**config.mk**
```make
export PLATFORM = sky130hd
export DESIGN_NAME = ppdc_top
export DESIGN_NICKNAME = d
export VERILOG_FILES = /design/src/logic/ppdc_pkg.sv /design/src/logic/ppdc_top.sv /design/src/logic/ppdc_subreg_bank.sv /design/src/logic/ppdc_edge_irq.sv
export SDC_FILE = /design/constraint.sdc
export NUM_CORES = 1
export LEC_CHECK = 0
export ABC_AREA = 1
export BUFFER_PORTS_ARGS = -buffer_cell sky130_fd_sc_hd__clkbuf_2
export CORE_UTILIZATION = 45
export DETAILED_ROUTE_END_ITERATION = 10
export PLACE_DENSITY = 0.76
export SETUP_SLACK_MARGIN = 0.1
export SLEW_MARGIN = 15
export SYNTH_ARGS = -nofsm -noshare
export SYNTH_HDL_FRONTEND = slang
export SYNTH_SLANG_ARGS = --single-unit
```
**constraint.sdc**
```tcl
create_clock -name i_mclk -period 1.7 [get_ports i_mclk]
set_clock_uncertainty 0.05 [all_clocks]
set_input_delay 0.255 -clock i_mclk [delete_from_list [all_inputs] [get_ports i_mclk]]
set_output_delay 0.255 -clock i_mclk [all_outputs]
set_load 0.05 [all_outputs]
```
**src/logic/ppdc_pkg.sv**
```systemverilog
// Purpose: shared constants and types for the port pin drive configuration block
// Assumes: four 8-bit ports A..D, indirect subregister access through an address register
// Notes: port select codes index the per-port subregister banks
package ppdc_pkg;
    localparam int unsigned PORT_COUNT = 4;
    localparam int unsigned PORT_WIDTH = 8;

    // port select codes
    localparam logic [1:0] PORT_A = 2'h0;
    localparam logic [1:0] PORT_B = 2'h1;
    localparam logic [1:0] PORT_C = 2'h2;
    localparam logic [1:0] PORT_D = 2'h3;

    // subregister indices written into the port address register
    localparam logic [7:0] SUB_ALT_FUNC = 8'h02;
    localparam logic [7:0] SUB_OPEN_DRAIN = 8'h03;
    localparam logic [7:0] SUB_HIGH_DRIVE = 8'h04;
    localparam logic [7:0] SUB_AF_CHOICE_ONE = 8'h07;
    localparam logic [7:0] SUB_AF_CHOICE_TWO = 8'h08;

    // reset values
    localparam logic [7:0] OPEN_DRAIN_RESET_ABC = 8'h00;
    localparam logic [7:0] OPEN_DRAIN_RESET_D = 8'h01;
    localparam logic [7:0] HIGH_DRIVE_RESET = 8'h00;
    localparam logic [7:0] ALT_FUNC_RESET = 8'h00;
    localparam logic [7:0] ADDR_RESET = 8'h00;
    localparam logic [7:0] READ_ZERO = 8'h00;

    // pin positions used by the special sources
    localparam int unsigned PIN_ZERO = 0;
    localparam int unsigned PIN_SIX = 6;
    localparam int unsigned PIN_SEVEN = 7;

    // edge detector sizing: port a eight pins, port c pins 0..3
    localparam int unsigned PORT_C_EDGE_PINS = 4;

    // register access request from the cpu side
    typedef struct packed {
        logic [1:0] port;
        logic addr_wr;
        logic ctl_wr;
        logic ctl_rd;
        logic [7:0] wdata;
    } ppdc_req_t;

    // per-pin driver control bundle for one port
    typedef struct packed {
        logic [7:0] alt_active;
        logic [7:0] source_off;
        logic [7:0] high_drive;
    } ppdc_drive_t;

    // one subregister bank state
    typedef enum logic [1:0] {
        PPDC_IDLE = 2'b00,
        PPDC_READ = 2'b01
    } ppdc_rd_state_t;
endpackage

```
**src/logic/ppdc_top.sv**
```systemverilog
// Purpose: gpio port A..D pin drive configuration: indirect subregisters, driver controls, pin interrupts
// Assumes: the cpu writes the port address register then accesses the port control register
// Notes: driver control outputs are registered, interrupt requests are one-cycle pulses
`timescale 1ns/1ns
module ppdc_top (
    // clock and reset
    input wire logic i_mclk,
    input wire logic i_reset,
    // cpu register access
    input wire ppdc_pkg::ppdc_req_t i_req,
    output logic [7:0] o_rdata,
    output logic o_rvalid,
    output logic [7:0] o_addr_reg,
    // port pins and gpio output data
    input wire logic [7:0] i_port_a_pin,
    input wire logic [7:0] i_port_c_pin,
    input wire logic [7:0] i_gpio_out_a,
    input wire logic [7:0] i_gpio_out_b,
    input wire logic [7:0] i_gpio_out_c,
    input wire logic [7:0] i_gpio_out_d,
    // peripheral alternate function outputs
    input wire logic [7:0] i_alt_out_a,
    input wire logic [7:0] i_alt_out_b_one,
    input wire logic [7:0] i_alt_out_b_two,
    input wire logic [7:0] i_alt_out_c_one,
    input wire logic [7:0] i_alt_out_c_two,
    input wire logic i_alt_out_d_zero,
    // timer pin direction from timer configuration
    input wire logic i_timer0_pin_is_output,
    input wire logic i_timer1_pin_is_output,
    // shared interrupt sources and edge choice
    input wire logic i_low_voltage_detector,
    input wire logic i_comparator_out,
    input wire logic i_sel_lvd_on_pin7,
    input wire logic i_sel_comp_on_pin6,
    input wire logic [7:0] i_port_a_rising,
    // pin driver controls
    output logic [7:0] o_pin_out_a,
    output logic [7:0] o_pin_out_b,
    output logic [7:0] o_pin_out_c,
    output logic [7:0] o_pin_out_d,
    output ppdc_pkg::ppdc_drive_t o_drive_a,
    output ppdc_pkg::ppdc_drive_t o_drive_b,
    output ppdc_pkg::ppdc_drive_t o_drive_c,
    output ppdc_pkg::ppdc_drive_t o_drive_d,
    output logic o_port_a0_timer_in,
    output logic o_port_a6_timer_in,
    // interrupt request pulses
    output logic [7:0] o_irq_port_a,
    output logic [3:0] o_irq_port_c
);
    logic [7:0] addr_reg;
    logic [7:0] next_addr_reg;
    logic rd_pending;
    logic [1:0] rd_port;
    logic [1:0] next_rd_port;
    logic [7:0] bank_rdata [ppdc_pkg::PORT_COUNT];
    logic [7:0] alt_en [ppdc_pkg::PORT_COUNT];
    logic [7:0] choice_one [ppdc_pkg::PORT_COUNT];
    logic [7:0] open_drain [ppdc_pkg::PORT_COUNT];
    logic [7:0] high_drive [ppdc_pkg::PORT_COUNT];
    logic [7:0] gpio_out [ppdc_pkg::PORT_COUNT];
    logic [7:0] alt_one [ppdc_pkg::PORT_COUNT];
    logic [7:0] alt_two [ppdc_pkg::PORT_COUNT];
    logic [7:0] alt_active [ppdc_pkg::PORT_COUNT];
    logic [7:0] next_pin_out [ppdc_pkg::PORT_COUNT];
    logic [7:0] irq_src_a;
    logic [7:0] irq_a;
    logic [3:0] irq_c;

    // the address register is shared by all four ports
    always_comb begin
        next_addr_reg = addr_reg;
        next_rd_port = rd_port;
        if (i_req.addr_wr) begin
            next_addr_reg = i_req.wdata;
        end
        if (i_req.ctl_rd) begin
            next_rd_port = i_req.port;
        end
    end

    always_ff @(posedge i_mclk) begin
        if (i_reset) begin
            addr_reg <= ppdc_pkg::ADDR_RESET;
            rd_port <= ppdc_pkg::PORT_A;
            rd_pending <= 1'b0;
        end else begin
            addr_reg <= next_addr_reg;
            rd_port <= next_rd_port;
            rd_pending <= i_req.ctl_rd;
        end
    end

    // one subregister bank per port; port d resets its pin zero to open drain
    genvar p;
    generate
        for (p = 0; p < ppdc_pkg::PORT_COUNT; p++) begin : g_port
            ppdc_subreg_bank #(
                .OD_RESET((p == ppdc_pkg::PORT_D) ? ppdc_pkg::OPEN_DRAIN_RESET_D
                                                  : ppdc_pkg::OPEN_DRAIN_RESET_ABC)
            ) u_bank (
                .i_mclk(i_mclk),
                .i_reset(i_reset),
                .i_wr(i_req.ctl_wr && (i_req.port == 2'(p))),
                .i_index(addr_reg),
                .i_wdata(i_req.wdata),
                .i_rd(i_req.ctl_rd && (i_req.port == 2'(p))),
                .o_rdata(bank_rdata[p]),
                .o_alt_en(alt_en[p]),
                .o_choice_one(choice_one[p]),
                .o_open_drain(open_drain[p]),
                .o_high_drive(high_drive[p])
            );
        end
    endgenerate

    // gather per-port inputs into arrays so the driver logic is one loop
    always_comb begin
        gpio_out[ppdc_pkg::PORT_A] = i_gpio_out_a;
        gpio_out[ppdc_pkg::PORT_B] = i_gpio_out_b;
        gpio_out[ppdc_pkg::PORT_C] = i_gpio_out_c;
        gpio_out[ppdc_pkg::PORT_D] = i_gpio_out_d;
        alt_one[ppdc_pkg::PORT_A] = i_alt_out_a;
        alt_two[ppdc_pkg::PORT_A] = i_alt_out_a;
        alt_one[ppdc_pkg::PORT_B] = i_alt_out_b_one;
        alt_two[ppdc_pkg::PORT_B] = i_alt_out_b_two;
        alt_one[ppdc_pkg::PORT_C] = i_alt_out_c_one;
        alt_two[ppdc_pkg::PORT_C] = i_alt_out_c_two;
        alt_one[ppdc_pkg::PORT_D] = {7'h00, i_alt_out_d_zero};
        alt_two[ppdc_pkg::PORT_D] = {7'h00, i_alt_out_d_zero};
    end

    // alternate function activity per port
    always_comb begin
        // port a: enable alone activates the single function
        alt_active[ppdc_pkg::PORT_A] = alt_en[ppdc_pkg::PORT_A];
        // ports b and c: choice two plays no part, enable still required
        alt_active[ppdc_pkg::PORT_B] = alt_en[ppdc_pkg::PORT_B];
        alt_active[ppdc_pkg::PORT_C] = alt_en[ppdc_pkg::PORT_C];
        // port d: only pin zero has an alternate function
        alt_active[ppdc_pkg::PORT_D] = {7'h00, alt_en[ppdc_pkg::PORT_D][ppdc_pkg::PIN_ZERO]};
    end

    // output data mux: choice one picks between the two functions on b and c
    generate
        for (p = 0; p < ppdc_pkg::PORT_COUNT; p++) begin : g_mux
            always_comb begin
                next_pin_out[p] = (alt_active[p] & ((choice_one[p] & alt_two[p]) |
                                  (~choice_one[p] & alt_one[p]))) |
                                  (~alt_active[p] & gpio_out[p]);
            end
        end
    endgenerate

    // shared sources on port a pins 7 and 6, one chosen for each
    always_comb begin
        irq_src_a = i_port_a_pin;
        irq_src_a[ppdc_pkg::PIN_SEVEN] = i_sel_lvd_on_pin7 ? i_low_voltage_detector
                                                           : i_port_a_pin[ppdc_pkg::PIN_SEVEN];
        irq_src_a[ppdc_pkg::PIN_SIX] = i_sel_comp_on_pin6 ? i_comparator_out
                                                          : i_port_a_pin[ppdc_pkg::PIN_SIX];
    end

    ppdc_edge_irq #(
        .WIDTH(ppdc_pkg::PORT_WIDTH)
    ) u_irq_a (
        .i_mclk(i_mclk),
        .i_reset(i_reset),
        .i_src(irq_src_a),
        .i_rising(i_port_a_rising),
        .i_both(1'b0),
        .o_irq(irq_a)
    );

    ppdc_edge_irq #(
        .WIDTH(ppdc_pkg::PORT_C_EDGE_PINS)
    ) u_irq_c (
        .i_mclk(i_mclk),
        .i_reset(i_reset),
        .i_src(i_port_c_pin[ppdc_pkg::PORT_C_EDGE_PINS-1:0]),
        .i_rising('0),
        .i_both(1'b1),
        .o_irq(irq_c)
    );

    // registered outputs; the driver bundle carries open-drain and high drive untouched by
    // the alternate function, since both act on the pad driver itself
    always_ff @(posedge i_mclk) begin
        if (i_reset) begin
            o_rdata <= ppdc_pkg::READ_ZERO;
            o_rvalid <= 1'b0;
            o_addr_reg <= ppdc_pkg::ADDR_RESET;
            o_pin_out_a <= '0;
            o_pin_out_b <= '0;
            o_pin_out_c <= '0;
            o_pin_out_d <= '0;
            o_drive_a <= '{alt_active: 8'h00, source_off: ppdc_pkg::OPEN_DRAIN_RESET_ABC,
                           high_drive: ppdc_pkg::HIGH_DRIVE_RESET};
            o_drive_b <= '{alt_active: 8'h00, source_off: ppdc_pkg::OPEN_DRAIN_RESET_ABC,
                           high_drive: ppdc_pkg::HIGH_DRIVE_RESET};
            o_drive_c <= '{alt_active: 8'h00, source_off: ppdc_pkg::OPEN_DRAIN_RESET_ABC,
                           high_drive: ppdc_pkg::HIGH_DRIVE_RESET};
            o_drive_d <= '{alt_active: 8'h00, source_off: ppdc_pkg::OPEN_DRAIN_RESET_D,
                           high_drive: ppdc_pkg::HIGH_DRIVE_RESET};
            o_port_a0_timer_in <= 1'b1;
            o_port_a6_timer_in <= 1'b1;
            o_irq_port_a <= '0;
            o_irq_port_c <= '0;
        end else begin
            o_rdata <= rd_pending ? bank_rdata[rd_port] : ppdc_pkg::READ_ZERO;
            o_rvalid <= rd_pending;
            o_addr_reg <= next_addr_reg;
            o_pin_out_a <= next_pin_out[ppdc_pkg::PORT_A];
            o_pin_out_b <= next_pin_out[ppdc_pkg::PORT_B];
            o_pin_out_c <= next_pin_out[ppdc_pkg::PORT_C];
            o_pin_out_d <= next_pin_out[ppdc_pkg::PORT_D];
            // set bit: source off (open drain); clear bit: push-pull
            o_drive_a <= '{alt_active: alt_active[ppdc_pkg::PORT_A], source_off: open_drain[ppdc_pkg::PORT_A],
                           high_drive: high_drive[ppdc_pkg::PORT_A]};
            o_drive_b <= '{alt_active: alt_active[ppdc_pkg::PORT_B], source_off: open_drain[ppdc_pkg::PORT_B],
                           high_drive: high_drive[ppdc_pkg::PORT_B]};
            o_drive_c <= '{alt_active: alt_active[ppdc_pkg::PORT_C], source_off: open_drain[ppdc_pkg::PORT_C],
                           high_drive: high_drive[ppdc_pkg::PORT_C]};
            o_drive_d <= '{alt_active: alt_active[ppdc_pkg::PORT_D], source_off: open_drain[ppdc_pkg::PORT_D],
                           high_drive: high_drive[ppdc_pkg::PORT_D]};
            // pin role on a0 and a6 comes only from the timer, not from port registers
            o_port_a0_timer_in <= ~i_timer0_pin_is_output;
            o_port_a6_timer_in <= ~i_timer1_pin_is_output;
            o_irq_port_a <= irq_a;
            o_irq_port_c <= irq_c;
        end
    end
endmodule // ppdc_top

```
**src/logic/ppdc_subreg_bank.sv**
```systemverilog
// Purpose: per-port storage for open-drain select, high-drive enable and alternate-function subregisters
// Assumes: writes arrive already decoded per port; the subregister is decoded here from i_index
// Notes: the read data come out of a register one cycle after the read strobe
`timescale 1ns/1ns
module ppdc_subreg_bank #(
    parameter logic [7:0] OD_RESET = 8'h00
) (
    // clock and reset
    input wire logic i_mclk,
    input wire logic i_reset,
    // write side
    input wire logic i_wr,
    input wire logic [7:0] i_index,
    input wire logic [7:0] i_wdata,
    // read side
    input wire logic i_rd,
    output logic [7:0] o_rdata,
    // stored values
    output logic [7:0] o_alt_en,
    output logic [7:0] o_choice_one,
    output logic [7:0] o_open_drain,
    output logic [7:0] o_high_drive
);
    logic [7:0] next_alt_en;
    logic [7:0] next_choice_one;
    logic [7:0] next_choice_two;
    logic [7:0] next_open_drain;
    logic [7:0] next_high_drive;
    logic [7:0] next_rdata;
    logic [7:0] choice_two;

    // indexed write and read mux; unknown indices read as zero
    always_comb begin
        next_alt_en = o_alt_en;
        next_choice_one = o_choice_one;
        next_choice_two = choice_two;
        next_open_drain = o_open_drain;
        next_high_drive = o_high_drive;
        next_rdata = o_rdata;
        if (i_wr) begin
            case (i_index)
                ppdc_pkg::SUB_ALT_FUNC: next_alt_en = i_wdata;
                ppdc_pkg::SUB_OPEN_DRAIN: next_open_drain = i_wdata;
                ppdc_pkg::SUB_HIGH_DRIVE: next_high_drive = i_wdata;
                ppdc_pkg::SUB_AF_CHOICE_ONE: next_choice_one = i_wdata;
                ppdc_pkg::SUB_AF_CHOICE_TWO: next_choice_two = i_wdata;
                default: next_alt_en = o_alt_en;
            endcase
        end
        if (i_rd) begin
            case (i_index)
                ppdc_pkg::SUB_ALT_FUNC: next_rdata = o_alt_en;
                ppdc_pkg::SUB_OPEN_DRAIN: next_rdata = o_open_drain;
                ppdc_pkg::SUB_HIGH_DRIVE: next_rdata = o_high_drive;
                ppdc_pkg::SUB_AF_CHOICE_ONE: next_rdata = o_choice_one;
                ppdc_pkg::SUB_AF_CHOICE_TWO: next_rdata = choice_two;
                default: next_rdata = ppdc_pkg::READ_ZERO;
            endcase
        end
    end

    // storage; the reset load differs per port through the parameter
    always_ff @(posedge i_mclk) begin
        if (i_reset) begin
            o_alt_en <= ppdc_pkg::ALT_FUNC_RESET;
            o_choice_one <= ppdc_pkg::ALT_FUNC_RESET;
            choice_two <= ppdc_pkg::ALT_FUNC_RESET;
            o_open_drain <= OD_RESET;
            o_high_drive <= ppdc_pkg::HIGH_DRIVE_RESET;
            o_rdata <= ppdc_pkg::READ_ZERO;
        end else begin
            o_alt_en <= next_alt_en;
            o_choice_one <= next_choice_one;
            choice_two <= next_choice_two;
            o_open_drain <= next_open_drain;
            o_high_drive <= next_high_drive;
            o_rdata <= next_rdata;
        end
    end
endmodule // ppdc_subreg_bank

```
**src/logic/ppdc_edge_irq.sv**
```systemverilog
// Purpose: edge detector producing one-cycle interrupt request pulses per pin
// Assumes: pin levels are synchronous to the clock
// Notes: i_both makes a pin fire on either edge and overrides i_rising
`timescale 1ns/1ns
module ppdc_edge_irq #(
    parameter int unsigned WIDTH = 8
) (
    // clock and reset
    input wire logic i_mclk,
    input wire logic i_reset,
    // sources and edge choice
    input wire logic [WIDTH-1:0] i_src,
    input wire logic [WIDTH-1:0] i_rising,
    input wire logic i_both,
    // request pulses
    output logic [WIDTH-1:0] o_irq
);
    logic [WIDTH-1:0] prev;
    logic [WIDTH-1:0] next_irq;

    // per-pin edge select
    genvar g;
    generate
        for (g = 0; g < WIDTH; g++) begin : g_pin
            always_comb begin
                if (i_both) begin
                    next_irq[g] = i_src[g] ^ prev[g];
                end else if (i_rising[g]) begin
                    next_irq[g] = i_src[g] & ~prev[g];
                end else begin
                    next_irq[g] = ~i_src[g] & prev[g];
                end
            end
        end
    endgenerate

    // previous level tracks the source during reset, so a pin idling high gives no false edge after release
    always_ff @(posedge i_mclk) begin
        if (i_reset) begin
            prev <= i_src;
            o_irq <= '0;
        end else begin
            prev <= i_src;
            o_irq <= next_irq;
        end
    end
endmodule // ppdc_edge_irq

```
==> out/results.txt, run 1 <==
Counting every instance in the synthesized netlist gives 1814. After synthesis, the largest area contributor takes up 53.5% of total cell area. The average via count per standard cell was 5.18; the number of standard-cell rows in the floorplan was 63.

The port buffer count is 265. In this run the horizontal extent of the chip is 178 um. The first global-routing pass estimated 63500 um of wire. The relative area change from synthesis to final layout was 32.7%. The floorplan step defined a core boundary enclosing 30000 um^2. The post-layout worst setup margin came out at 77.2 ps.

The largest net degree at the start of global routing is 98, and the initial detailed-routing violation count is 1292. Counting instances in the post-synthesis netlist gives the leading cell types as sky130_fd_sc_hd__nor2_1 (456), sky130_fd_sc_hd__dfxtp_1 (371), sky130_fd_sc_hd__o21ai_0 (203), sky130_fd_sc_hd__nand3_1 (166), sky130_fd_sc_hd__a21oi_1 (153). Cells with a size suffix above 1 make up 23.1% of the layout.

The flow ran to the end, and the final reports show no timing, DRC or antenna violations. The worst slew margin relative to its limit came out at 46.3%. Setup repair after global routing could not meet its margin everywhere. For this run, the number of Yosys warnings is 0. For this run, the total global-route usage over all layers was measured as 25.3%. For this block, the routed nets add up to 41900 um of wire. The tools report the kind of end point of the critical path as a flop.

The leakage power of the design was 0.00834 uW. Dividing the final minimum period by the clock period gives 95.5%. The achievable frequency is 0.616 GHz, and the proportion of synthesized flip-flops having asynchronous set or reset is 0%. For the vias after detailed routing, the log shows 13500. Time the final worst path needs with I/O delays and setup: 1620 ps.

No sink is reached through more buffers than the 3 on the longest clock path. The average instance area after synthesis is 7.65 um^2, and the weighted congestion reported at the end of routability-driven placement is 0.914. The total DRC errors in the routed layout is 0, and the CTS buffer count is 39.

The path type of the worst min-delay path was in -> reg. The run gives 9.15 ps as the worst slack on hold paths. Source of the critical timing path: o_addr_reg[7]. Prior to clock tree synthesis, the placed netlist has a worst setup slack of -5.35 ps. The overall die height was 178 um. Global routing finished with a remaining overflow of 0. After synthesis, the cell types taking the most area are sky130_fd_sc_hd__dfxtp_1 (54%), sky130_fd_sc_hd__nor2_1 (12%), sky130_fd_sc_hd__o21ai_0 (7.3%).

The beginning of the worst hold path is i_alt_out_b_two[6]. The register bit total from synthesis came out at 371. Portion of the post-synthesis area used by sequential elements: 53.5%. The initial cell density of the core is 46.3%. The count of nets left with antenna violations once routing finished came out at 0.

The combined area of all synthesized cells came out at 13900 um^2. The tools report the sort of element at the start of the critical path as a flop. The setup path with the least slack is of type reg -> reg. The first TritonRoute pass finished after 6 iterations.

The most common cell in the netlist was sky130_fd_sc_hd__nor2_1. IR analysis of the VDD net gives a maximum drop of 0.825 mV. The H-tree was split into 2 levels. At the worst endpoint, the required time is 2110 ps. Via count of the first global-routing pass: 12700. The top cell type by total area after synthesis was sky130_fd_sc_hd__dfxtp_1. Counting distinct cell types in the post-synthesis netlist gives 26. Max-cap violations in this run came to 0. The source-to-sink clock delay at the later pin of the worst-skew pair is 540 ps. The count of endpoints failing hold in the final timing report is 0, and the detailed-route wire length per cell is 16.1 um. Setup violations remaining at the end of the flow were counted as 0.

The total power per unit cell area is 1060 nW/um^2. TritonCTS built the clock tree. The launch point of the worst reg-to-reg path was o_addr_reg[7]. In this run the worst path has a maximum fanout of 7. Counting flops with a built-in enable in the synthesized netlist gives 0. Data on the critical path arrives at its endpoint at 2030 ps. For the pin with the worst max-slew slack, the measured transition is 806 ps. The final count of pins violating max slew came out at 0. The post-detailed-placement half-perimeter wirelength came out at 26300 um. The most used flip-flop cell after synthesis is sky130_fd_sc_hd__dfxtp_1.

After clock tree synthesis, the clock-pin slew on the worst setup and hold paths is 60 ps. The tools report the initial antenna violation count as 3. During I/O placement, the number of pins put on the boundary was 277.

After the last flow step, the layout net total stands at 2303. The die covers 31500 um^2. The tree built by TritonCTS fans out to 371 sinks. The tree is rooted in a sky130_fd_sc_hd__clkbuf_16. After layout, the design draws a total of 19500 uW.
==> placed cells by master, fill, tap and decap left out, drive strengths merged <==
master / count
clkinv: 12
inv: 176
or2: 1
dfxtp: 371
nor3: 8
conb: 7
nor2: 478
bufinv: 4
clkbuf: 317
a21oi: 153
nand2: 137
buf: 77
dlygate4sd3: 78
xnor2: 4
and2: 1
o21a: 8
diode: 2
nand3: 170
o21ai: 211
==> kinds of logic after synthesis <==
kind of cell	after synthesis	synth area share, %
simple gates	795	24.5
xor+xnor	4	0.252
other cells	1	0.0270
buf+inv	271	8.09
compound gates	372	13.6
flops	371	53.5
==> critical path: stages, from the launching register on <==
cell and delay, ps:
sky130_fd_sc_hd__dfxtp_2 330, sky130_fd_sc_hd__inv_2 60, sky130_fd_sc_hd__nand2_2 60, sky130_fd_sc_hd__nor2_4 200, sky130_fd_sc_hd__buf_12 200, sky130_fd_sc_hd__nand2_8 110, sky130_fd_sc_hd__nor2_4 230, sky130_fd_sc_hd__buf_4 150
sky130_fd_sc_hd__o21ai_0 60, sky130_fd_sc_hd__nor2_1 90
==> layer usage <==
metal | share of wire, % | track usage (%) | routed length (um)
met2 | 47 | 41.2 | 19800
met4 | 2.9 | 10.3 | 1200
met3 | 9.7 | 5.59 | 4070
met5 | 0.021 | 0 | 9
met1 | 40 | 32.4 | 16800
==> through the flow <==
step | instance area (um^2) | TNS, ps | std cells | utilization [%]
2_1_floorplan | 13900 | 0 | 1820 | -
3_3_place_gp | 15800 | 0 | 2432 | 52.7
3_5_place_dp | 15800 | -6.91 | 2432 | 52.7
4_1_cts | 18000 | 0 | 2585 | 59.9
5_1_grt | 18400 | -94.8 | 2605 | 61.5
6_report | 18400 | 0 | 2605 | 61.5
==> power by group <==
group	switching [uW]	total, uW	internal, uW
Clock	3500	8720	5220
Combinational	1170	1790	615
Sequential	89.9	8960	8870
==> path summary, 6_finish.rpt <==
path / to / slack, ps / depth (start not counted)
worst max-delay path: g_port[2].u_bank.o_alt_en[7] / 80 / 9
worst min-delay path: o_pin_out_b[6] / 9 / 3
worst max register to register: g_port[2].u_bank.o_alt_en[7] / 80 / 9
worst min register to register: o_irq_port_a[3] / 350 / 2
==> what timing repair did <==
item | CTS | global route
gates cloned | 0 | 4
hold buffers | 78 | 0
gates resized for setup | 4 | 80
pin swaps | 4 | 32
setup endpoints to repair | 104 | 167
buffers inserted | 6 | 14
endpoints found under the hold margin | 59 | 0
==> cell type report <==
| cell class | instances | area (um^2) |
|---|---|---|
| fillers | 2578 | 11500 |
| flip-flops and latches | 371 | 7440 |
| multi-input cells | 1178 | 5520 |
| repair buffers | 421 | 2980 |
| clock buffers | 51 | 1110 |
| inverters | 174 | 668 |
| well taps | 390 | 488 |
| clock inverters | 18 | 205 |
| diodes | 2 | 5.00 |
Power figures use the tool's default switching activity.
==> inputs of run 2 (changes only) <==
==> constraint.sdc (replaced) <==
create_clock -name i_mclk -period 1.7 [get_ports i_mclk]
set_clock_uncertainty 0.05 [all_clocks]
set_input_delay 0.255 -clock i_mclk [delete_from_list [all_inputs] [get_ports i_mclk]]
set_output_delay 0.255 -clock i_mclk [all_outputs]
set_load 0.005 [all_outputs]
==> out/results.txt, run 2 (synthesis results as in run 1) <==
The global router's overall resource usage is 25.5%, and the total DRC errors in the routed layout is 0. The tool flagged a number of max-cap violations equal to 0. The deepest level of the CTS H-tree was 2; the peak ir drop on the vdd network was 0.780 mV.

In the layout the commonest cells are sky130_fd_sc_hd__nor2_1 (450), sky130_fd_sc_hd__dfxtp_1 (367), sky130_fd_sc_hd__clkbuf_2 (264). The worst setup slack for register-to-register paths was 100 ps; the number of nets at the end of the flow was 2307. The average via count per standard cell works out to 5.21. The initial utilization of the core area, before any placement, comes to 46.3%.

The tools report the clock tree root driver cell as sky130_fd_sc_hd__clkbuf_16. The final critical path takes up 93.9% of the cycle. Static timing analysis puts the maximum clock frequency at 0.626 GHz.

Clock-pin slew was measured on the worst setup and hold paths at 60 ps. Setup repair after global routing could not meet its margin everywhere. For the wire length of the first global-routing pass, the log shows 64000 um. In this run the vertical extent of the chip is 178 um. After legalization and detailed placement, the total HPWL measured 26800 um. The critical path is of the reg -> reg type. The timing endpoint of the critical path is g_port[0].u_bank.o_high_drive[5]. For the data required time at the worst endpoint, the log shows 2110 ps. The run gives 371 as the number of sinks driven by the clock tree. Via count of the first global-routing pass: 12600. The run finished with clean final reports. The min-delay analysis places its worst path in the category in -> reg. During placement, the flow inserted port buffers numbering 265. Once detail routing completed, the nets flagged for antenna violations numbered 0. TritonCTS built the clock tree.

In the final layout, the multi-input gates occupy 5450 um^2. The tools report the cell total after placement as 2430. For the fill cell total of the finished layout, the log shows 2511. The final count of pins violating max slew was 0.

The routed layout has 13600 vias. The die span in x was 178 um; the area of all sequential standard cells was 7430 um^2. After detailed placement, the total cell area comes to 15800 um^2. The number of standard-cell rows in the floorplan is 63.

The count of endpoints failing hold in the final timing report was 0; the maximum fanout along the worst path was 7. Setup violations remaining at the end of the flow were counted as 0. 277 I/O pins were placed. The initial antenna violation count was 1; the source-to-sink clock delay at the later pin of the worst-skew pair was 540 ps. The total iterations of the first detailed-routing run is 6.

The worst flop-to-flop path endpoint was g_port[0].u_bank.o_high_drive[5]. For this design the static power due to leakage is 0.00839 uW. The final standard cell count with taps included and fillers excluded came out at 2610.

The detailed-route wire length per cell works out to 16.1 um. The tools report the largest net degree at the start of global routing as 73. The logs give 52.3% for the worst slew margin relative to its limit and 31500 um^2 for the area of the die. The library cell used most frequently in the layout, excluding fill and tap cells, is sky130_fd_sc_hd__nor2_1. The floorplan core area was 30000 um^2; the final wirelength was 42000 um. For the worst flop-to-flop path, the logic depth is 9. The run gives 0 as the total global routing overflow. The run gives 2010 ps as the data arrival time of the worst path. With fillers left out, the area of the finished cells amounts to 18500 um^2.

The CTS buffer count came out at 39. The congestion estimate from routability-driven global placement came to 0.938. In this run the power density over the cells is 1050 nW/um^2. Counting I/O delays and the setup requirement, the final critical path takes 1600 ps. At the pin with the least slew margin, the transition time is 715 ps. Relative to the synthesized area, the layout overhead comes to 33.3%. The worst setup path is captured at a flop. The tools report the sort of element at the start of the critical path as a flop. The startpoint identified for the worst register-to-register timing path is o_addr_reg[5]. Cells with a size suffix above 1 make up 22.2% of the layout.

In this run the worst setup path begins at o_addr_reg[5]. Counting along the longest clock path gives a buffer depth of 3. Initial detailed-routing violation count: 1360.
[run 2: cell types whose count changed in the layout (fill, tap and decap cells not counted), moves of 4 or more]
cell                            before  now
sky130_fd_sc_hd__nand3_1           162  166
sky130_fd_sc_hd__nor2_1            444  450
sky130_fd_sc_hd__dlygate4sd3_1      78   85
sky130_fd_sc_hd__o21ai_2             7    3
sky130_fd_sc_hd__buf_12             13   17
sky130_fd_sc_hd__dfxtp_1           362  367
sky130_fd_sc_hd__buf_6              15   11
sky130_fd_sc_hd__nor2_2             11    5
sky130_fd_sc_hd__dfxtp_2             8    4
sky130_fd_sc_hd__o21ai_0           192  198
[run 2: per-stage QoR]
step | worst slack, ps | hold WS (ps) | setup TNS, ps | util [%] | total power (uW)
global route | 28.4 | 24.3 | 0 | 61.7 | 20100
global placement | 8.61 | 336 | 0 | 52.9 | 10300
finish | 103 | 8.10 | 0 | 61.7 | 19500
detailed placement | -26.9 | 336 | -247 | 52.9 | 10300
floorplan | 271 | 233 | 0 | - | 9790
CTS | 63.1 | 0.551 | 0 | 60.8 | 19500
[run 2: timing repair]
action,4_1_cts,5_1_grt
endpoints found under the hold margin,60,0
buffers inserted,11,8
hold buffers,85,0
cloned,0,4
resized for setup,9,47
setup endpoints to repair,114,192
pin swaps,6,16
[run 2: routing by layer]
metal | share of wire, % | GRT usage [%] | vias to the layer above | routed length, um
met5 | 0 | 0 | - | 0
met4 | 3.1 | 8.73 | 0 | 1320
met3 | 9.8 | 5.31 | 118 | 4120
met2 | 47 | 42.5 | 684 | 19800
met1 | 40 | 32.4 | 6249 | 16700
li1 | - | - | 6551 | -
[run 2: worst min-delay path by stage]
| stage | start | to | slack [ps] | cells after the start |
|---|---|---|---|---|
| after floorplan | i_port_a_pin[0] | u_irq_a.prev[0] | 230 | 0 |
| final | i_req[12] | rd_port[1] | 8 | 3 |
| after global placement | i_port_a_pin[2] | u_irq_a.prev[2] | 340 | 1 |
| after detailed placement | i_port_c_pin[0] | u_irq_c.prev[0] | 340 | 1 |
| after global routing | i_reset | o_port_a0_timer_in | 20 | 3 |
| after CTS | i_req[12] | rd_port[1] | 0.6 | 3 |
[run 2: report_power, final]
part	switching, uW	total (uW)	internal (uW)
registers	86.3	8960	8870
clock network	3530	9070	5540
logic	864	1480	612
[run 2: final cells by class]
cell class	instances	area share (%)
clock buffers	50	5.99
repair buffers	425	16.6
multi-input cells	1178	29.5
flip-flops and latches	371	40.2
diodes	1	0.0135
clock inverters	21	1.50
inverters	174	3.61
well taps	390	2.64
[run 2: critical path, cell delays in order, from the launching register on]
cell and delay, ps:
sky130_fd_sc_hd__dfxtp_2 330, sky130_fd_sc_hd__inv_2 70, sky130_fd_sc_hd__nand2_2 60, sky130_fd_sc_hd__nor2_4 180
sky130_fd_sc_hd__buf_4 170, sky130_fd_sc_hd__nand2_4 130, sky130_fd_sc_hd__nor2_4 210, sky130_fd_sc_hd__buf_6 150
sky130_fd_sc_hd__o21ai_0 80, sky130_fd_sc_hd__nor2_1 110
